<file path="config.mk">
export PLATFORM = sky130hd
export DESIGN_NAME = cerc_regs
export DESIGN_NICKNAME = d
export VERILOG_FILES = /design/src/verilog/cerc_regs.v
export VERILOG_INCLUDE_DIRS = /design/src /design/src/verilog
export SDC_FILE = /design/constraint.sdc
export NUM_CORES = 1
export LEC_CHECK = 0
export BUFFER_PORTS_ARGS = -buffer_cell sky130_fd_sc_hd__buf_2
export CAP_MARGIN = 0
export CORE_ASPECT_RATIO = 2
export CORE_UTILIZATION = 24
export DETAILED_ROUTE_END_ITERATION = 8
export HOLD_SLACK_MARGIN = 0.08
export SLEW_MARGIN = 5
export SYNTH_ARGS = -nofsm -noshare
export SYNTH_HDL_FRONTEND = slang
export SYNTH_SLANG_ARGS = --single-unit
</file>
<file path="constraint.sdc">
create_clock -name clk_sys_in -period 9.3 [get_ports clk_sys_in]
set_input_delay 0.93 -clock clk_sys_in [delete_from_list [all_inputs] [get_ports clk_sys_in]]
set_output_delay 0.93 -clock clk_sys_in [all_outputs]
set_load 0.03 [all_outputs]
</file>
<file path="src/verilog/cerc_consts.vh">
// Purpose: Constants for the camera exposure and rate control register slice.
// Assumes: Byte-wide registers addressed by an 8-bit register index.
// Notes:   Offsets, reset values, field positions and the link command read bit live here.
`ifndef CERC_CONSTS_VH
`define CERC_CONSTS_VH

// Register offsets.
`define CERC_ADDR_STATS_CTRL     8'h29
`define CERC_ADDR_FR_ADJ_HI      8'h2a
`define CERC_ADDR_FR_ADJ_LO      8'h2b
`define CERC_ADDR_AUTO_BRIGHT    8'h2c
`define CERC_ADDR_EXP_FMT        8'h2d
`define CERC_ADDR_V_OFFSET       8'h2e
`define CERC_ADDR_DOUBLER_VREF   8'h2f
`define CERC_ADDR_VREF_CURRENT   8'h30
`define CERC_ADDR_WORK_MODE      8'h31
`define CERC_ADDR_DRIVE_STRENGTH 8'h32

// Reset values.
`define CERC_RST_STATS_CTRL      8'h34
`define CERC_RST_FR_ADJ_HI       8'h00
`define CERC_RST_FR_ADJ_LO       8'h00
`define CERC_RST_AUTO_BRIGHT     8'h88
`define CERC_RST_EXP_FMT         8'h81
`define CERC_RST_V_OFFSET        8'h20
`define CERC_RST_DOUBLER_VREF    8'h31
`define CERC_RST_VREF_CURRENT    8'h38
`define CERC_RST_WORK_MODE       8'h60
`define CERC_RST_DRIVE_STRENGTH  8'h06

// Field positions.
`define CERC_STATS_REV_MSB       1
`define CERC_STATS_CENTER_BIT    3
`define CERC_STATS_DBL_CLK_BIT   6
`define CERC_FRH_ENABLE_BIT      7
`define CERC_FRH_CTRL_MSB        6
`define CERC_FRH_CTRL_LSB        5
`define CERC_FRH_UV_DELAY_BIT    4
`define CERC_FRH_Y_MANUAL_BIT    3
`define CERC_FRH_ONE_FRAME_BIT   1
`define CERC_FRH_AVG_LUMA_BIT    0
`define CERC_EXP_SLOW_UPD_BIT    7
`define CERC_EXP_QUARTER_BIT     6
`define CERC_EXP_BLACK_EXP_BIT   4
`define CERC_EXP_BAND_BIT        2
`define CERC_VOFF_DIR_BIT        7

// Uv delay in pixels when enabled.
`define CERC_UV_DELAY_PIX        2'd2
// Frame rate step in hundredths of a percent per count.
`define CERC_FR_STEP_CENTI_PCT   4'd12
// Revision flag value, arbitrary.
`define CERC_REVISION            2'b00

// Serial link command byte: bit 7 high is a read, low bits unused.
`define CERC_CMD_READ_BIT        7
`endif

</file>
<file path="src/verilog/cerc_regs.v">
// Purpose: Register slice for exposure statistics, frame rate and V offset.
// Assumes: Host reaches registers by a serial link with clock and data pins.
// Notes:   Link pins are sampled by clk_sys_in; link clock must be slow.
`timescale 1ns/10ps
`include "cerc_consts.vh"

module cerc_regs (
    input  wire        clk_sys_in,         // System clock, 25 MHz.
    input  wire        nrst_in,            // Asynchronous reset, active low.
    input  wire        clk_en_in,          // Freezes all state except the reset synchroniser while low.
    input  wire        link_clk_in,        // Serial link clock pin.
    input  wire        link_data_in,       // Serial link data pin, input side.
    input  wire        link_sel_n_in,      // Serial link frame select, active low.
    input  wire        frame_exposure_in,  // Sensor is in frame exposure mode.
    input  wire        manual_bright_in,   // Manual brightness control bit.
    input  wire        offset_source_in,   // Offset source control bit.
    input  wire        raw_rgb_in,         // Output format is raw RGB.
    input  wire        field_start_in,     // One-cycle pulse at each field start.
    input  wire [7:0]  dark_share_in,      // Dark pixel share, 0.06% steps.
    input  wire [7:0]  int_v_offset_in,    // Internally computed V offset.
    output reg         link_data_out,      // Serial link data pin, output side.
    output reg         link_data_oe_out,   // Drive enable for the data pin.
    output reg         center_stats_out,   // Exposure uses central quarter.
    output reg         dbl_clk_out,        // Double clock rate option.
    output reg  [9:0]  fr_reduce_out,      // Applied frame rate reduction count.
    output reg  [13:0] fr_reduce_cpct_out, // Reduction in hundredths of percent.
    output reg  [1:0]  uv_delay_out,       // Chroma delay in pixels.
    output reg         y_manual_out,       // Manual luminance adjust active.
    output reg         one_frame_out,      // Single frame output active.
    output reg         avg_luma_out,       // Use internal luminance average.
    output reg         bright_dec_out,     // Brightness should decrease.
    output reg         bright_inc_out,     // Brightness should increase.
    output reg         exp_update_out,     // Exposure recalculation pulse.
    output reg         odd_field_only_out, // Odd fields only, interlaced.
    output reg         black_expand_out,   // Auto black expansion enabled.
    output reg         band_filter_out,    // Anti-banding exposure selected.
    output reg  [8:0]  v_offset_out,       // Signed V offset, zero if inactive.
    output reg         r_offset_sel_out    // Offset steers red channel.
);

    // Reset release and pin synchronisers.
    reg [1:0] rst_sync_reg;
    reg [1:0] clk_sync_reg;
    reg [1:0] dat_sync_reg;
    reg [1:0] sel_sync_reg;
    reg       clk_prev_reg;
    wire      rst_n;

    assign rst_n = rst_sync_reg[1];

    always @(posedge clk_sys_in or negedge nrst_in) begin
        if (!nrst_in) begin
            rst_sync_reg <= 2'b00;
        end else begin
            rst_sync_reg <= {rst_sync_reg[0], 1'b1};
        end
    end

    // Link pins pass two flops; only the second stage is read.
    always @(posedge clk_sys_in or negedge rst_n) begin
        if (!rst_n) begin
            clk_sync_reg <= 2'b00;
            dat_sync_reg <= 2'b00;
            sel_sync_reg <= 2'b11;
            clk_prev_reg <= 1'b0;
        end else if (clk_en_in) begin
            clk_sync_reg <= {clk_sync_reg[0], link_clk_in};
            dat_sync_reg <= {dat_sync_reg[0], link_data_in};
            sel_sync_reg <= {sel_sync_reg[0], link_sel_n_in};
            clk_prev_reg <= clk_sync_reg[1];
        end
    end

    wire clk_rise = clk_sync_reg[1] & ~clk_prev_reg;
    wire clk_fall = ~clk_sync_reg[1] & clk_prev_reg;
    wire sel_act  = ~sel_sync_reg[1];

    // Frame format: command byte, address byte, then one data byte in or out.
    localparam ST_CMD  = 2'd0;
    localparam ST_ADDR = 2'd1;
    localparam ST_DATA = 2'd2;
    localparam ST_DONE = 2'd3;

    reg [1:0] state_reg;
    reg [2:0] bit_cnt_reg;
    reg [7:0] shift_reg;
    reg       rd_reg;
    reg [7:0] addr_reg;
    reg [7:0] rd_data_reg;
    reg       wr_stb_reg;
    reg [7:0] wr_data_reg;

    reg [7:0] stats_ctrl_reg;
    reg [7:0] frame_rate_adj_hi_reg;
    reg [7:0] frame_rate_adj_lo_reg;
    reg [7:0] auto_bright_ratio_reg;
    reg [7:0] exposure_format_ctrl_reg;
    reg [7:0] v_chan_offset_reg;
    reg [7:0] doubler_vref_ctrl_reg;
    reg [7:0] vref_current_ctrl_reg;
    reg [7:0] sensor_work_mode_reg;
    reg [7:0] drive_strength_ctrl_reg;

    // Read mux; revision bits always show the fixed value.
    reg [7:0] rd_mux;
    always @* begin
        case (addr_reg)
            `CERC_ADDR_STATS_CTRL:     rd_mux = {stats_ctrl_reg[7:2], `CERC_REVISION};
            `CERC_ADDR_FR_ADJ_HI:      rd_mux = frame_rate_adj_hi_reg;
            `CERC_ADDR_FR_ADJ_LO:      rd_mux = frame_rate_adj_lo_reg;
            `CERC_ADDR_AUTO_BRIGHT:    rd_mux = auto_bright_ratio_reg;
            `CERC_ADDR_EXP_FMT:        rd_mux = exposure_format_ctrl_reg;
            `CERC_ADDR_V_OFFSET:       rd_mux = v_chan_offset_reg;
            `CERC_ADDR_DOUBLER_VREF:   rd_mux = doubler_vref_ctrl_reg;
            `CERC_ADDR_VREF_CURRENT:   rd_mux = vref_current_ctrl_reg;
            `CERC_ADDR_WORK_MODE:      rd_mux = sensor_work_mode_reg;
            `CERC_ADDR_DRIVE_STRENGTH: rd_mux = drive_strength_ctrl_reg;
            default:                   rd_mux = 8'h00;
        endcase
    end

    // Serial engine: host shifts MSB first on rising link clock edges;
    // read data is shifted out on falling edges so it is stable at the next rise.
    always @(posedge clk_sys_in or negedge rst_n) begin
        if (!rst_n) begin
            state_reg        <= ST_CMD;
            bit_cnt_reg      <= 3'd0;
            shift_reg        <= 8'h00;
            rd_reg           <= 1'b0;
            addr_reg         <= 8'h00;
            rd_data_reg      <= 8'h00;
            wr_stb_reg       <= 1'b0;
            wr_data_reg      <= 8'h00;
            link_data_out    <= 1'b0;
            link_data_oe_out <= 1'b0;
        end else if (clk_en_in) begin
            wr_stb_reg <= 1'b0;
            if (!sel_act) begin
                state_reg        <= ST_CMD;
                bit_cnt_reg      <= 3'd0;
                link_data_oe_out <= 1'b0;
            end else if (clk_rise) begin
                shift_reg   <= {shift_reg[6:0], dat_sync_reg[1]};
                bit_cnt_reg <= bit_cnt_reg + 3'd1;
                if (bit_cnt_reg == 3'd7) begin
                    case (state_reg)
                        ST_CMD: begin
                            rd_reg    <= shift_reg[6];
                            state_reg <= ST_ADDR;
                        end
                        ST_ADDR: begin
                            addr_reg  <= {shift_reg[6:0], dat_sync_reg[1]};
                            state_reg <= ST_DATA;
                        end
                        ST_DATA: begin
                            if (!rd_reg) begin
                                wr_data_reg <= {shift_reg[6:0], dat_sync_reg[1]};
                                wr_stb_reg  <= 1'b1;
                            end
                            state_reg <= ST_DONE;
                        end
                        default: state_reg <= ST_DONE;
                    endcase
                end
            end else if (clk_fall && state_reg == ST_DATA && rd_reg) begin
                // First falling edge of data phase loads, later ones shift.
                if (bit_cnt_reg == 3'd0) begin
                    link_data_out    <= rd_mux[7];
                    rd_data_reg      <= {rd_mux[6:0], 1'b0};
                    link_data_oe_out <= 1'b1;
                end else begin
                    link_data_out <= rd_data_reg[7];
                    rd_data_reg   <= {rd_data_reg[6:0], 1'b0};
                end
            end else if (clk_fall && state_reg == ST_DONE) begin
                link_data_oe_out <= 1'b0;
            end
        end
    end

    // Register writes. Reference and work-mode registers are plain storage;
    // the host is expected to keep their defaults.
    always @(posedge clk_sys_in or negedge rst_n) begin
        if (!rst_n) begin
            stats_ctrl_reg           <= `CERC_RST_STATS_CTRL;
            frame_rate_adj_hi_reg    <= `CERC_RST_FR_ADJ_HI;
            frame_rate_adj_lo_reg    <= `CERC_RST_FR_ADJ_LO;
            auto_bright_ratio_reg    <= `CERC_RST_AUTO_BRIGHT;
            exposure_format_ctrl_reg <= `CERC_RST_EXP_FMT;
            v_chan_offset_reg        <= `CERC_RST_V_OFFSET;
            doubler_vref_ctrl_reg    <= `CERC_RST_DOUBLER_VREF;
            vref_current_ctrl_reg    <= `CERC_RST_VREF_CURRENT;
            sensor_work_mode_reg     <= `CERC_RST_WORK_MODE;
            drive_strength_ctrl_reg  <= `CERC_RST_DRIVE_STRENGTH;
        end else if (clk_en_in) begin
            // Internal logic owns the V offset unless the host source is chosen.
            if (!offset_source_in) begin
                v_chan_offset_reg <= int_v_offset_in;
            end else if (wr_stb_reg && addr_reg == `CERC_ADDR_V_OFFSET) begin
                v_chan_offset_reg <= wr_data_reg;
            end
            if (wr_stb_reg) begin
                case (addr_reg)
                    `CERC_ADDR_STATS_CTRL:
                        stats_ctrl_reg <= {wr_data_reg[7:2], `CERC_REVISION};
                    `CERC_ADDR_FR_ADJ_HI:      frame_rate_adj_hi_reg    <= wr_data_reg;
                    `CERC_ADDR_FR_ADJ_LO:      frame_rate_adj_lo_reg    <= wr_data_reg;
                    `CERC_ADDR_AUTO_BRIGHT:    auto_bright_ratio_reg    <= wr_data_reg;
                    `CERC_ADDR_EXP_FMT:        exposure_format_ctrl_reg <= wr_data_reg;
                    `CERC_ADDR_DOUBLER_VREF:   doubler_vref_ctrl_reg    <= wr_data_reg;
                    `CERC_ADDR_VREF_CURRENT:   vref_current_ctrl_reg    <= wr_data_reg;
                    `CERC_ADDR_WORK_MODE:      sensor_work_mode_reg     <= wr_data_reg;
                    `CERC_ADDR_DRIVE_STRENGTH: drive_strength_ctrl_reg  <= wr_data_reg;
                    default: ;
                endcase
            end
        end
    end

    // Derived control values, computed combinationally and registered below.
    wire [9:0] fr_ctrl = {frame_rate_adj_hi_reg[`CERC_FRH_CTRL_MSB:`CERC_FRH_CTRL_LSB],
                          frame_rate_adj_lo_reg};
    wire [9:0] fr_applied = frame_rate_adj_hi_reg[`CERC_FRH_ENABLE_BIT] ?
                            fr_ctrl : 10'h000;
    // Thresholds are summed at five bits so the top case cannot wrap.
    wire [4:0] thr_lo  = {1'b0, auto_bright_ratio_reg[3:0]};
    wire [4:0] thr_sum = thr_lo + {1'b0, auto_bright_ratio_reg[7:4]};
    wire       dark_hi = dark_share_in > {3'b000, thr_sum};
    wire       dark_lo = dark_share_in < {4'b0000, thr_lo};
    wire [8:0] v_mag   = {2'b00, v_chan_offset_reg[6:0]};
    wire [8:0] v_signed = v_chan_offset_reg[`CERC_VOFF_DIR_BIT] ?
                          (9'd0 - v_mag) : v_mag;

    // Field counter for the slow exposure update option.
    reg [1:0] field_cnt_reg;

    always @(posedge clk_sys_in or negedge rst_n) begin
        if (!rst_n) begin
            field_cnt_reg      <= 2'd0;
            center_stats_out   <= 1'b0;
            dbl_clk_out        <= 1'b0;
            fr_reduce_out      <= 10'h000;
            fr_reduce_cpct_out <= 14'h0000;
            uv_delay_out       <= 2'd0;
            y_manual_out       <= 1'b0;
            one_frame_out      <= 1'b0;
            avg_luma_out       <= 1'b0;
            bright_dec_out     <= 1'b0;
            bright_inc_out     <= 1'b0;
            exp_update_out     <= 1'b0;
            odd_field_only_out <= 1'b0;
            black_expand_out   <= 1'b0;
            band_filter_out    <= 1'b0;
            v_offset_out       <= 9'h000;
            r_offset_sel_out   <= 1'b0;
        end else if (clk_en_in) begin
            center_stats_out   <= stats_ctrl_reg[`CERC_STATS_CENTER_BIT];
            dbl_clk_out        <= stats_ctrl_reg[`CERC_STATS_DBL_CLK_BIT];
            fr_reduce_out      <= fr_applied;
            fr_reduce_cpct_out <= fr_applied * `CERC_FR_STEP_CENTI_PCT;
            uv_delay_out       <= frame_rate_adj_hi_reg[`CERC_FRH_UV_DELAY_BIT] ?
                                  `CERC_UV_DELAY_PIX : 2'd0;
            y_manual_out       <= frame_rate_adj_hi_reg[`CERC_FRH_Y_MANUAL_BIT] &
                                  manual_bright_in;
            one_frame_out      <= frame_rate_adj_hi_reg[`CERC_FRH_ONE_FRAME_BIT] &
                                  frame_exposure_in;
            avg_luma_out       <= frame_rate_adj_hi_reg[`CERC_FRH_AVG_LUMA_BIT];
            bright_dec_out     <= dark_hi;
            bright_inc_out     <= dark_lo;
            // Neither flag set means the level holds.
            // Slow mode updates every fourth field; every second is left to the
            // sensor timing since only one bit chooses.
            exp_update_out     <= 1'b0;
            if (field_start_in) begin
                field_cnt_reg <= field_cnt_reg + 2'd1;
                exp_update_out <= !exposure_format_ctrl_reg[`CERC_EXP_SLOW_UPD_BIT] ||
                                  (field_cnt_reg == 2'd0);
            end
            odd_field_only_out <= exposure_format_ctrl_reg[`CERC_EXP_QUARTER_BIT];
            black_expand_out   <= exposure_format_ctrl_reg[`CERC_EXP_BLACK_EXP_BIT];
            band_filter_out    <= exposure_format_ctrl_reg[`CERC_EXP_BAND_BIT];
            v_offset_out       <= manual_bright_in ? 9'h000 : v_signed;
            r_offset_sel_out   <= raw_rgb_in & ~manual_bright_in;
        end
    end

endmodule // cerc_regs

</file>
==> results of run 1 <==
cells by family (layout without fill, tap and decap cells):
| logic type | after synthesis | after routing | synth area share (%) |
|---|---|---|---|
| other | 2 | 4 | 0.0898 |
| AOI/OAI and AO/OA | 132 | 132 | 10.0 |
| DFF | 170 | 170 | 51.2 |
| xor gates and xnor gates | 16 | 16 | 1.68 |
| buffers and inverters | 75 | 146 | 3.77 |
| muxes | 145 | 145 | 19.4 |
| and+or+nand+nor | 141 | 141 | 9.15 |
| adders and majority gates | 30 | 30 | 4.67 |
cell type report:
cell class	count	area (µm²)
timing repair buffer	80	420
multi-input combinational	468	3770
clock inverter	15	208
fill	3597	24600
sequential	170	4280
tap	441	552
clock buffer	17	425
inverter	34	128
power by group through the flow:
stage / Clock, mW / Sequential, mW / Combinational [mW]
after detailed placement: 0 / 0.839 / 0.154
after global placement: 0 / 0.838 / 0.149
after global routing: 0.814 / 0.830 / 0.171
after floorplan: 0 / 0.842 / 0.0911
after CTS: 0.793 / 0.825 / 0.154
final: 0.771 / 0.825 / 0.151
path summary, 6_finish.rpt:
check,start,endpoint,slack (ns),cells past startpoint
min,rst_sync_reg[1]$_DFF_PN0_,odd_field_only_out$_DFFE_PN0P_,0.19,0
max,clk_en_in,rd_data_reg[3]$_DFFE_PN0P_,6.27,7
min in group clk_sys_in,rst_sync_reg[0]$_DFF_PN0_,rst_sync_reg[1]$_DFF_PN0_,0.35,0
min reg2reg,rst_sync_reg[1]$_DFF_PN0_,odd_field_only_out$_DFFE_PN0P_,0.19,0
max reg2reg,addr_reg[1]$_DFFE_PN0P_,sensor_work_mode_reg[2]$_DFFE_PN0P_,6.58,5
max in group asynchronous,rst_sync_reg[1]$_DFF_PN0_,doubler_vref_ctrl_reg[6]$_DFFE_PN0P_,6.91,2
synth_stat cells, types with 3 or more instances:
cell	instances
o21bai_1	3
buf_1	8
dfstp_2	20
xor2_1	9
o21ai_0	23
mux2_2	128
inv_1	34
nor2_1	36
nand3b_1	3
mux2i_1	16
nand2_1	25
buf_2	4
or3_1	4
nor2b_1	6
and2_1	12
clkbuf_1	23
nor3_1	8
o31ai_1	3
o32ai_1	3
and3_1	6
o311ai_0	3
ha_1	28
a21oi_1	40
o21a_1	3
nand4_1	5
xnor2_1	7
a31oi_1	3
nand3_1	18
a22oi_1	17
a22o_1	4
dfrtp_1	150
buf_4	5
a21o_1	6
o22ai_1	13
per-stage QoR:
stage	worst slack, ns	hold slack (ns)	util, %	total power [mW]	instances
finish	6.27	0.195	28.5	1.75	1225
global route	5.93	0.223	28.5	1.81	1225
CTS	6.27	0.209	28.5	1.77	1225
detailed placement	5.80	0.209	26.6	0.993	1193
global placement	5.92	0.207	26.6	0.987	1193
floorplan	4.25	0.331	-	0.933	713
metal layers:
metal / share of wire [%] / track usage [%] / up-vias / wire length (µm)
li1: - / - / 2667 / -
met2: 56 / 24.8 / 155 / 12600
met3: 3.4 / 2.05 / 65 / 773
met1: 34 / 12.9 / 2929 / 7650
met4: 6.5 / 9.95 / 0 / 1460
met5: 0 / 0 / - / 0
worst max-delay path, stage by stage:
cell and delay (ns):
buf_2 0.07, buf_4 0.64, nand3_1 0.24, nor3_1 0.72, nand4_1 0.16, a2111oi_0 0.47, nor3_1 0.08
layout by cell type, fill, tap and decap left out, types with 5 or more instances in the layout:
cell,netlist,routed
nor2b_1,6,6
dfrtp_1,150,149
o21ai_0,23,23
mux2_2,128,128
xor2_1,9,9
a21oi_1,40,40
nor3_1,8,8
nand3_1,18,18
inv_1,34,34
mux2i_1,16,16
o22ai_1,13,13
buf_4,5,8
nor2_1,36,36
ha_1,28,28
and3_1,6,6
dfstp_2,20,20
buf_2,4,72
a21o_1,6,6
and2_1,12,12
nand4_1,5,5
nand2_1,25,25
a22oi_1,17,17
clkbuf_16,0,17
xnor2_1,7,7
==> impl_metrics.tcl, run 1 <==
set metrics [dict create \
    cts_buffers 17 \
    cts.sinks 170 \
    viasPerCell 4.75 \
    area_delta_synth_final_pct 17.1 \
    syn_area_per_cell_um2 11.8 \
    path_max_fanout 77 \
    antenna_found_initial 0 \
    largestRegisters "fr_reduce_cpct_out x11, fr_reduce_out x10" \
    irDropWorstVdd_mv 0.130 \
    final_hold_viol_count 0 \
    setup_tns_ns 0 \
    post-route-min-period_ns 3.03 \
    min_path_type "flip-flop to asynchronous set/reset pin" \
    synth_edf_count 0 \
    critPathCaptureType "flip-flop" \
    ys_ff_latch 170 \
    grt_util_all_layers_pct 13.3 \
    synth_area_um2 8360 \
    cts_root_buffer "clkbuf_16" \
    slew_viol_final 0 \
    dieArea_um2 35600 \
    dr_total_vias 5816 \
    fin_area_um2 9790 \
    port_buffers 72 \
    routedWlPerCell_um 18.3 \
    route.detailed.drc 0 \
    grt_pass1_wl_mm 35.1 \
    drt-initial-drc-count 246 \
    cp_data_arrival_time_ns 3.35 \
    gp_congestion 0.962 \
    max_freq_mhz 330 \
    p_sw_uw 472 \
    intPower_mw 1.27 \
    regMostFlops "fr_reduce_cpct_out" \
    fp.dieH_um 266 \
    drive_gt1_share_pct 34.6 \
    power_density_nw_per_um2 178 \
    tightest_slew_ns 1.05 \
    grt_pass1_vias 6069 \
    cts_tree "done" \
    pin_count 76 \
    cts_buffer_depth 2 \
    crit_type "input port to flip-flop" \
    largest_reg_flops 11 \
    yosys.area.top_type "dfrtp_1" \
    synth_area_leaders "dfrtp_1 45%, mux2_2 17%, dfstp_2 6.3%" \
    post_dp_cell_area_um2 9160 \
    post_cts_resized 0 \
    slew_headroom_pct 29.8 \
    post_cts_buffers 0 \
    power.share.switching_pct 27.0 \
    ys_warn_count 0 \
    status "completed" \
    hpwl_mm 16.4 \
    htree_levels 4 \
    clock_skew_ns 0.0117 \
    timing.critical_path.required_ns 9.62 \
    fp-row-count 96 \
    synthArstFlopShare_pct 100 \
    grt_max_degree 78 \
    finalSetupViolCount 0 \
    clkTransAtPathRegs_ns 0.08 \
    ys_types 61 \
    synthCells 711 \
    synth-seq-area-share_pct 51.2 \
    initial_utilization_pct 24.3 \
    cap_violations 0 \
    n_antenna_cell 0 \
    power_frac_seq_pct 47.2 \
    synth.top_cell.area_share_pct 44.9 \
    fin_nets 828 \
    combPwrFrac_pct 8.6 \
    die_w_um 134 \
    antenna_left 0 \
    grt_overflow 0 \
    critPathLaunchType "input port" \
    fin_crit_sh_pct 32.6 \
    clk_latency_ns 0.44 \
    leakage_nw 4.65 \
    core_um2 34400 \
    finalWirelength_mm 22.5 \
    synth_ff_type "dfrtp_1" \
    holdBufCountCts 0 \
    grt_setup_unrepaired "false" \
    pwr-share-clk_pct 44.1 \
    dr.pass1.iters 4 \
]
Power figures use the tool's default switching activity.
==> run 2, diff against run 1 <==
==> constraint.sdc (replaced) <==
create_clock -name clk_sys_in -period 2.75 [get_ports clk_sys_in]
set_input_delay 0.275 -clock clk_sys_in [delete_from_list [all_inputs] [get_ports clk_sys_in]]
set_output_delay 0.275 -clock clk_sys_in [all_outputs]
set_load 0.03 [all_outputs]
==> impl_metrics.tcl, run 2 (synthesis results as in run 1) <==
set metrics [dict create \
    whs_path_depth 3 \
    largestRegisters "fr_reduce_cpct_out x11, fr_reduce_out x10" \
    min_path_type "input port to flip-flop" \
    antenna_found_initial 0 \
    post_cts_resized 0 \
    layout_common_cells "149 x dfrtp_1, 128 x mux2_2, 72 x buf_2, 40 x a21oi_1, 36 x nor2_1" \
    reg2reg_to "fr_reduce_cpct_out[11]$_DFFE_PN0P_" \
    fin_nets 854 \
    route.detailed.drc 0 \
    critPathCaptureType "flip-flop" \
    power_density_nw_per_um2 570 \
    dp_cells 1214 \
    crit_type "flip-flop to flip-flop" \
    critPathLaunchType "flip-flop" \
    fp.dieH_um 266 \
    grt_use_met3_pct 1.81 \
    die_w_um 134 \
    grtUsageMet1_pct 12.8 \
    post_dp_cell_area_um2 9350 \
    drive_gt1_share_pct 35.7 \
    leakage_nw 4.75 \
    grt_pass1_wl_mm 35.5 \
    n_antenna_cell 0 \
    holdBufCountCts 5 \
    slew_headroom_pct 50.0 \
    largest_reg_flops 11 \
    status "completed" \
    final_hold_viol_count 0 \
    slew_viol_final 0 \
    fp-row-count 96 \
    grt_busiest_layer "met2" \
    grt_max_degree 54 \
    stdcell_count 1251 \
    drt-initial-drc-count 218 \
    fin_crit_sh_pct 91.5 \
    port_buffers 72 \
    pin_count 76 \
    initial_utilization_pct 24.3 \
    dr.pass1.iters 5 \
    routedWlPerCell_um 18.0 \
    tightest_slew_ns 0.747 \
    antenna_left 0 \
    irDropWorstVdd_mv 0.420 \
    final_common_cell "dfrtp_1" \
    fin_area_um2 9970 \
    hpwl_mm 16.8 \
    reg2reg_from "frame_rate_adj_lo_reg[1]$_DFFE_PN0P_" \
    grt_util_all_layers_pct 13.2 \
    dieArea_um2 35600 \
    cts.sinks 170 \
    grt_overflow 0 \
    grt_pass1_vias 6175 \
    viasPerCell 4.71 \
    cap_violations 0 \
    grt_setup_unrepaired "false" \
    finalSetupViolCount 0 \
    post_cts_buffers 0 \
    worstHoldEndpoint "one_frame_out$_DFFE_PN0P_" \
    total_power_mw 5.68 \
    gp_congestion 0.915 \
    reg2reg_depth 9 \
    cts_buffers 17 \
    finalWirelength_mm 22.5 \
    htree_levels 4 \
    max_freq_mhz 397 \
    reg2reg_slack_ns 0.23 \
    use_met2_pct 25.7 \
    regMostFlops "fr_reduce_cpct_out" \
    setup_tns_ns 0 \
    post-route-min-period_ns 2.52 \
    clock_skew_ns 0.0143 \
    clk_latency_ns 0.44 \
    cts_tree "done" \
    fin_hold_ws_ns 0.0968 \
    cp_data_arrival_time_ns 2.80 \
    area_delta_synth_final_pct 19.3 \
    cts_root_buffer "clkbuf_16" \
    core_um2 34400 \
    timing.critical_path.required_ns 3.03 \
    cts_buffer_depth 2 \
    path_max_fanout 4 \
    hp-start "frame_exposure_in" \
    clkTransAtPathRegs_ns 0.07 \
    dr_total_vias 5887 \
]
==> run 2: cell count changes in the layout (fill, tap and decap cells not counted), sizes merged <==
cell and change:
clkbuf +5, bufinv -2, inv -3, dlygate4sd3 +5, buf +21
==> run 2: worst max-delay path by stage <==
stage,start,endpoint
after floorplan,frame_rate_adj_hi_reg[7]$_DFFE_PN0P_,fr_reduce_cpct_out[13]$_DFFE_PN0P_
after global placement,frame_rate_adj_lo_reg[1]$_DFFE_PN0P_,fr_reduce_cpct_out[13]$_DFFE_PN0P_
after detailed placement,frame_rate_adj_lo_reg[1]$_DFFE_PN0P_,fr_reduce_cpct_out[11]$_DFFE_PN0P_
after CTS,frame_rate_adj_lo_reg[1]$_DFFE_PN0P_,fr_reduce_cpct_out[11]$_DFFE_PN0P_
after global routing,frame_rate_adj_lo_reg[1]$_DFFE_PN0P_,fr_reduce_cpct_out[13]$_DFFE_PN0P_
final,frame_rate_adj_lo_reg[1]$_DFFE_PN0P_,fr_reduce_cpct_out[11]$_DFFE_PN0P_
==> run 2: metal layers <==
layer	up-vias	share of wire [%]
met3	47	2.3
li1	2719	-
met1	2980	35
met4	0	5.6
met2	141	57
met5	-	0
==> run 2: where the power goes <==
part | internal [mW] | leakage (nW) | switching (mW)
registers | 2.64 | 2.23 | 0.147
logic | 0.226 | 2.24 | 0.320
clock network | 1.32 | 0.278 | 1.04
total | 4.18 | 4.75 | 1.50
==> run 2: area by class of cell <==
cell class	count	area, µm²
inverter	34	128
sequential	170	4280
clock buffer	22	464
tap	441	552
fill	3571	24400
multi-input combinational	468	3770
clock inverter	10	110
timing repair buffer	106	666
==> run 2: critical path: stages (launching register included) <==
cell and delay, ns:
dfrtp_1 0.40, and2_1 0.22, ha_1 0.24, fa_1 0.41, a21oi_1 0.21, o2111ai_1 0.24, a21o_1 0.24, a21o_1 0.19
xor2_1 0.14, a21oi_1 0.08
==> run 2: metrics by stage <==
stage	utilization (%)	worst slack, ns
CTS	29.0	0.229
global placement	27.2	0.242
floorplan	-	0.369
global route	29.0	0.0341
finish	29.0	0.234
detailed placement	27.2	0.242
==> run 3, diff against run 2 <==
--- a/config.mk
+++ b/config.mk
@@ -7,12 +7,12 @@
 export NUM_CORES = 1
 export LEC_CHECK = 0
 export BUFFER_PORTS_ARGS = -buffer_cell sky130_fd_sc_hd__buf_2
-export CAP_MARGIN = 0
+export CAP_MARGIN = 20
 export CORE_ASPECT_RATIO = 2
-export CORE_UTILIZATION = 24
+export CORE_UTILIZATION = 40
 export DETAILED_ROUTE_END_ITERATION = 8
 export HOLD_SLACK_MARGIN = 0.08
-export SLEW_MARGIN = 5
+export SLEW_MARGIN = 30
 export SYNTH_ARGS = -nofsm -noshare
 export SYNTH_HDL_FRONTEND = slang
 export SYNTH_SLANG_ARGS = --single-unit
==> impl_metrics.tcl, run 3 (synthesis results as in run 1) <==
set metrics [dict create \
    largest_reg_flops 11 \
    cts.sinks 170 \
    path_max_fanout 4 \
    cap_violations 0 \
    fp-row-count 74 \
    min_path_type "input port to flip-flop" \
    cts_buffer_depth 2 \
    reg2reg_slack_ns 0.28 \
    grt_max_degree 59 \
    clk_latency_ns 0.43 \
    post_cts_buffers 0 \
    cts_buffers 17 \
    leakage_nw 4.75 \
    post-route-util_pct 47.7 \
    regMostFlops "fr_reduce_cpct_out" \
    grt_overflow 0 \
    initial_utilization_pct 40.9 \
    tightest_slew_ns 0.665 \
    antenna_left 0 \
    finalSetupViolCount 0 \
    largestRegisters "fr_reduce_cpct_out x11, fr_reduce_out x10" \
    crit_start "frame_rate_adj_lo_reg[1]$_DFFE_PN0P_" \
    die_w_um 104 \
    crit_end "fr_reduce_cpct_out[11]$_DFFE_PN0P_" \
    max_freq_mhz 404 \
    post_dp_cell_area_um2 9100 \
    crit_type "flip-flop to flip-flop" \
    port_buffers 72 \
    dieArea_um2 21500 \
    grt_pass1_vias 6230 \
    final_hold_viol_count 0 \
    core_um2 20500 \
    pin_count 76 \
    post-route-min-period_ns 2.47 \
    hpwl_mm 16.0 \
    n_antenna_cell 0 \
    reg2reg_from "frame_rate_adj_lo_reg[1]$_DFFE_PN0P_" \
    cts_tree "done" \
    grt_util_all_layers_pct 21.2 \
    n_fill_cell 1855 \
    drt-initial-drc-count 226 \
    dr.pass1.iters 4 \
    reg2reg_depth 9 \
    htree_levels 4 \
    route.detailed.drc 0 \
    total_power_mw 5.66 \
    critPathLaunchType "flip-flop" \
    gp_congestion 0.930 \
    power_density_nw_per_um2 581 \
    status "completed" \
    setup_tns_ns 0 \
    routedWlPerCell_um 19.7 \
    layout_common_cells "149 x dfrtp_1, 128 x mux2_2, 72 x buf_2, 40 x a21oi_1, 36 x nor2_1" \
    final_common_cell "dfrtp_1" \
    fp.dieH_um 206 \
    cp_data_arrival_time_ns 2.76 \
    clkTransAtPathRegs_ns 0.07 \
    finalWirelength_mm 21.2 \
    crit_path_top_delay_cell "dfrtp_1" \
    area_delta_synth_final_pct 16.6 \
    post_cts_resized 0 \
    timing.critical_path.required_ns 3.04 \
    cts_root_buffer "clkbuf_16" \
    critPathMaxStageDelay_ns 0.40 \
    viasPerCell 5.46 \
    path_cells "and2_1, ha_1, fa_1, a21oi_1, o2111ai_1, a21o_1, a21o_1, xor2_1, a21oi_1" \
    fin_nets 853 \
    slew_viol_final 0 \
    reg2reg_to "fr_reduce_cpct_out[11]$_DFFE_PN0P_" \
    grt_setup_unrepaired "false" \
    slew_headroom_pct 55.5 \
    critPathCaptureType "flip-flop" \
    drive_gt1_share_pct 35.7 \
    grt_pass1_wl_mm 34.1 \
    holdBufCountCts 6 \
    fin_crit_sh_pct 89.9 \
    clock_skew_ns 0.00774 \
    antenna_found_initial 0 \
    irDropWorstVdd_mv 0.315 \
    dr_total_vias 5873 \
    fin_area_um2 9750 \
]
## run 3: cell type report
type	count	area, µm²	share of cell area, %
clock buffers	19	443	4.54
clock inverters	13	144	1.48
inverters	34	128	1.31
multi-input cells	468	3770	38.7
flip-flops and latches	170	4280	43.9
well taps	266	333	3.41
repair buffers	105	648	6.65
## run 3: report_power, final
part / internal, mW / switching (mW) / total, mW
registers: 2.64 / 0.148 / 2.79
clock network: 1.37 / 0.994 / 2.36
logic: 0.216 / 0.302 / 0.517
## run 3: how the worst min path moves through the flow
stage	start	endpoint	slack, ns	cells past startpoint
2_1_floorplan	nrst_in	rst_sync_reg[0]$_DFF_PN0_	-0.02	0
3_3_place_gp	nrst_in	rst_sync_reg[0]$_DFF_PN0_	0.06	1
3_5_place_dp	nrst_in	rst_sync_reg[0]$_DFF_PN0_	0.06	1
4_1_cts	field_start_in	exp_update_out$_DFFE_PN0P_	0.10	3
5_1_grt	field_start_in	exp_update_out$_DFFE_PN0P_	0.11	3
6_report	field_start_in	exp_update_out$_DFFE_PN0P_	0.11	3
## run 3: per-layer routing
layer / vias up / share of wire (%) / track usage, % / routed length (µm)
li1: 2725 / - / - / -
met1: 2951 / 36 / 21.7 / 7640
met2: 139 / 55 / 39.0 / 11600
met3: 58 / 3.0 / 3.75 / 637
met4: 0 / 6.2 / 14.4 / 1310
met5: - / 0 / 0 / 0
## run 3: worst max-delay path: cells and delay by family, from the launching register on
kind	cells	cell delay (ns)
fa+ha+maj	2	0.64
xor+xnor	1	0.15
compound gates	5	0.93
simple gates	1	0.22
flops	1	0.40
## run 3: stage by stage
step | hold WS, ns | cells | setup slack (ns)
final | 0.115 | 1075 | 0.278
after global routing | 0.114 | 1075 | 0.102
after CTS | 0.102 | 1075 | 0.249
after detailed placement | 0.0622 | 1037 | 0.258
after global placement | 0.0594 | 1037 | 0.323
after floorplan | -0.0206 | 713 | 0.369
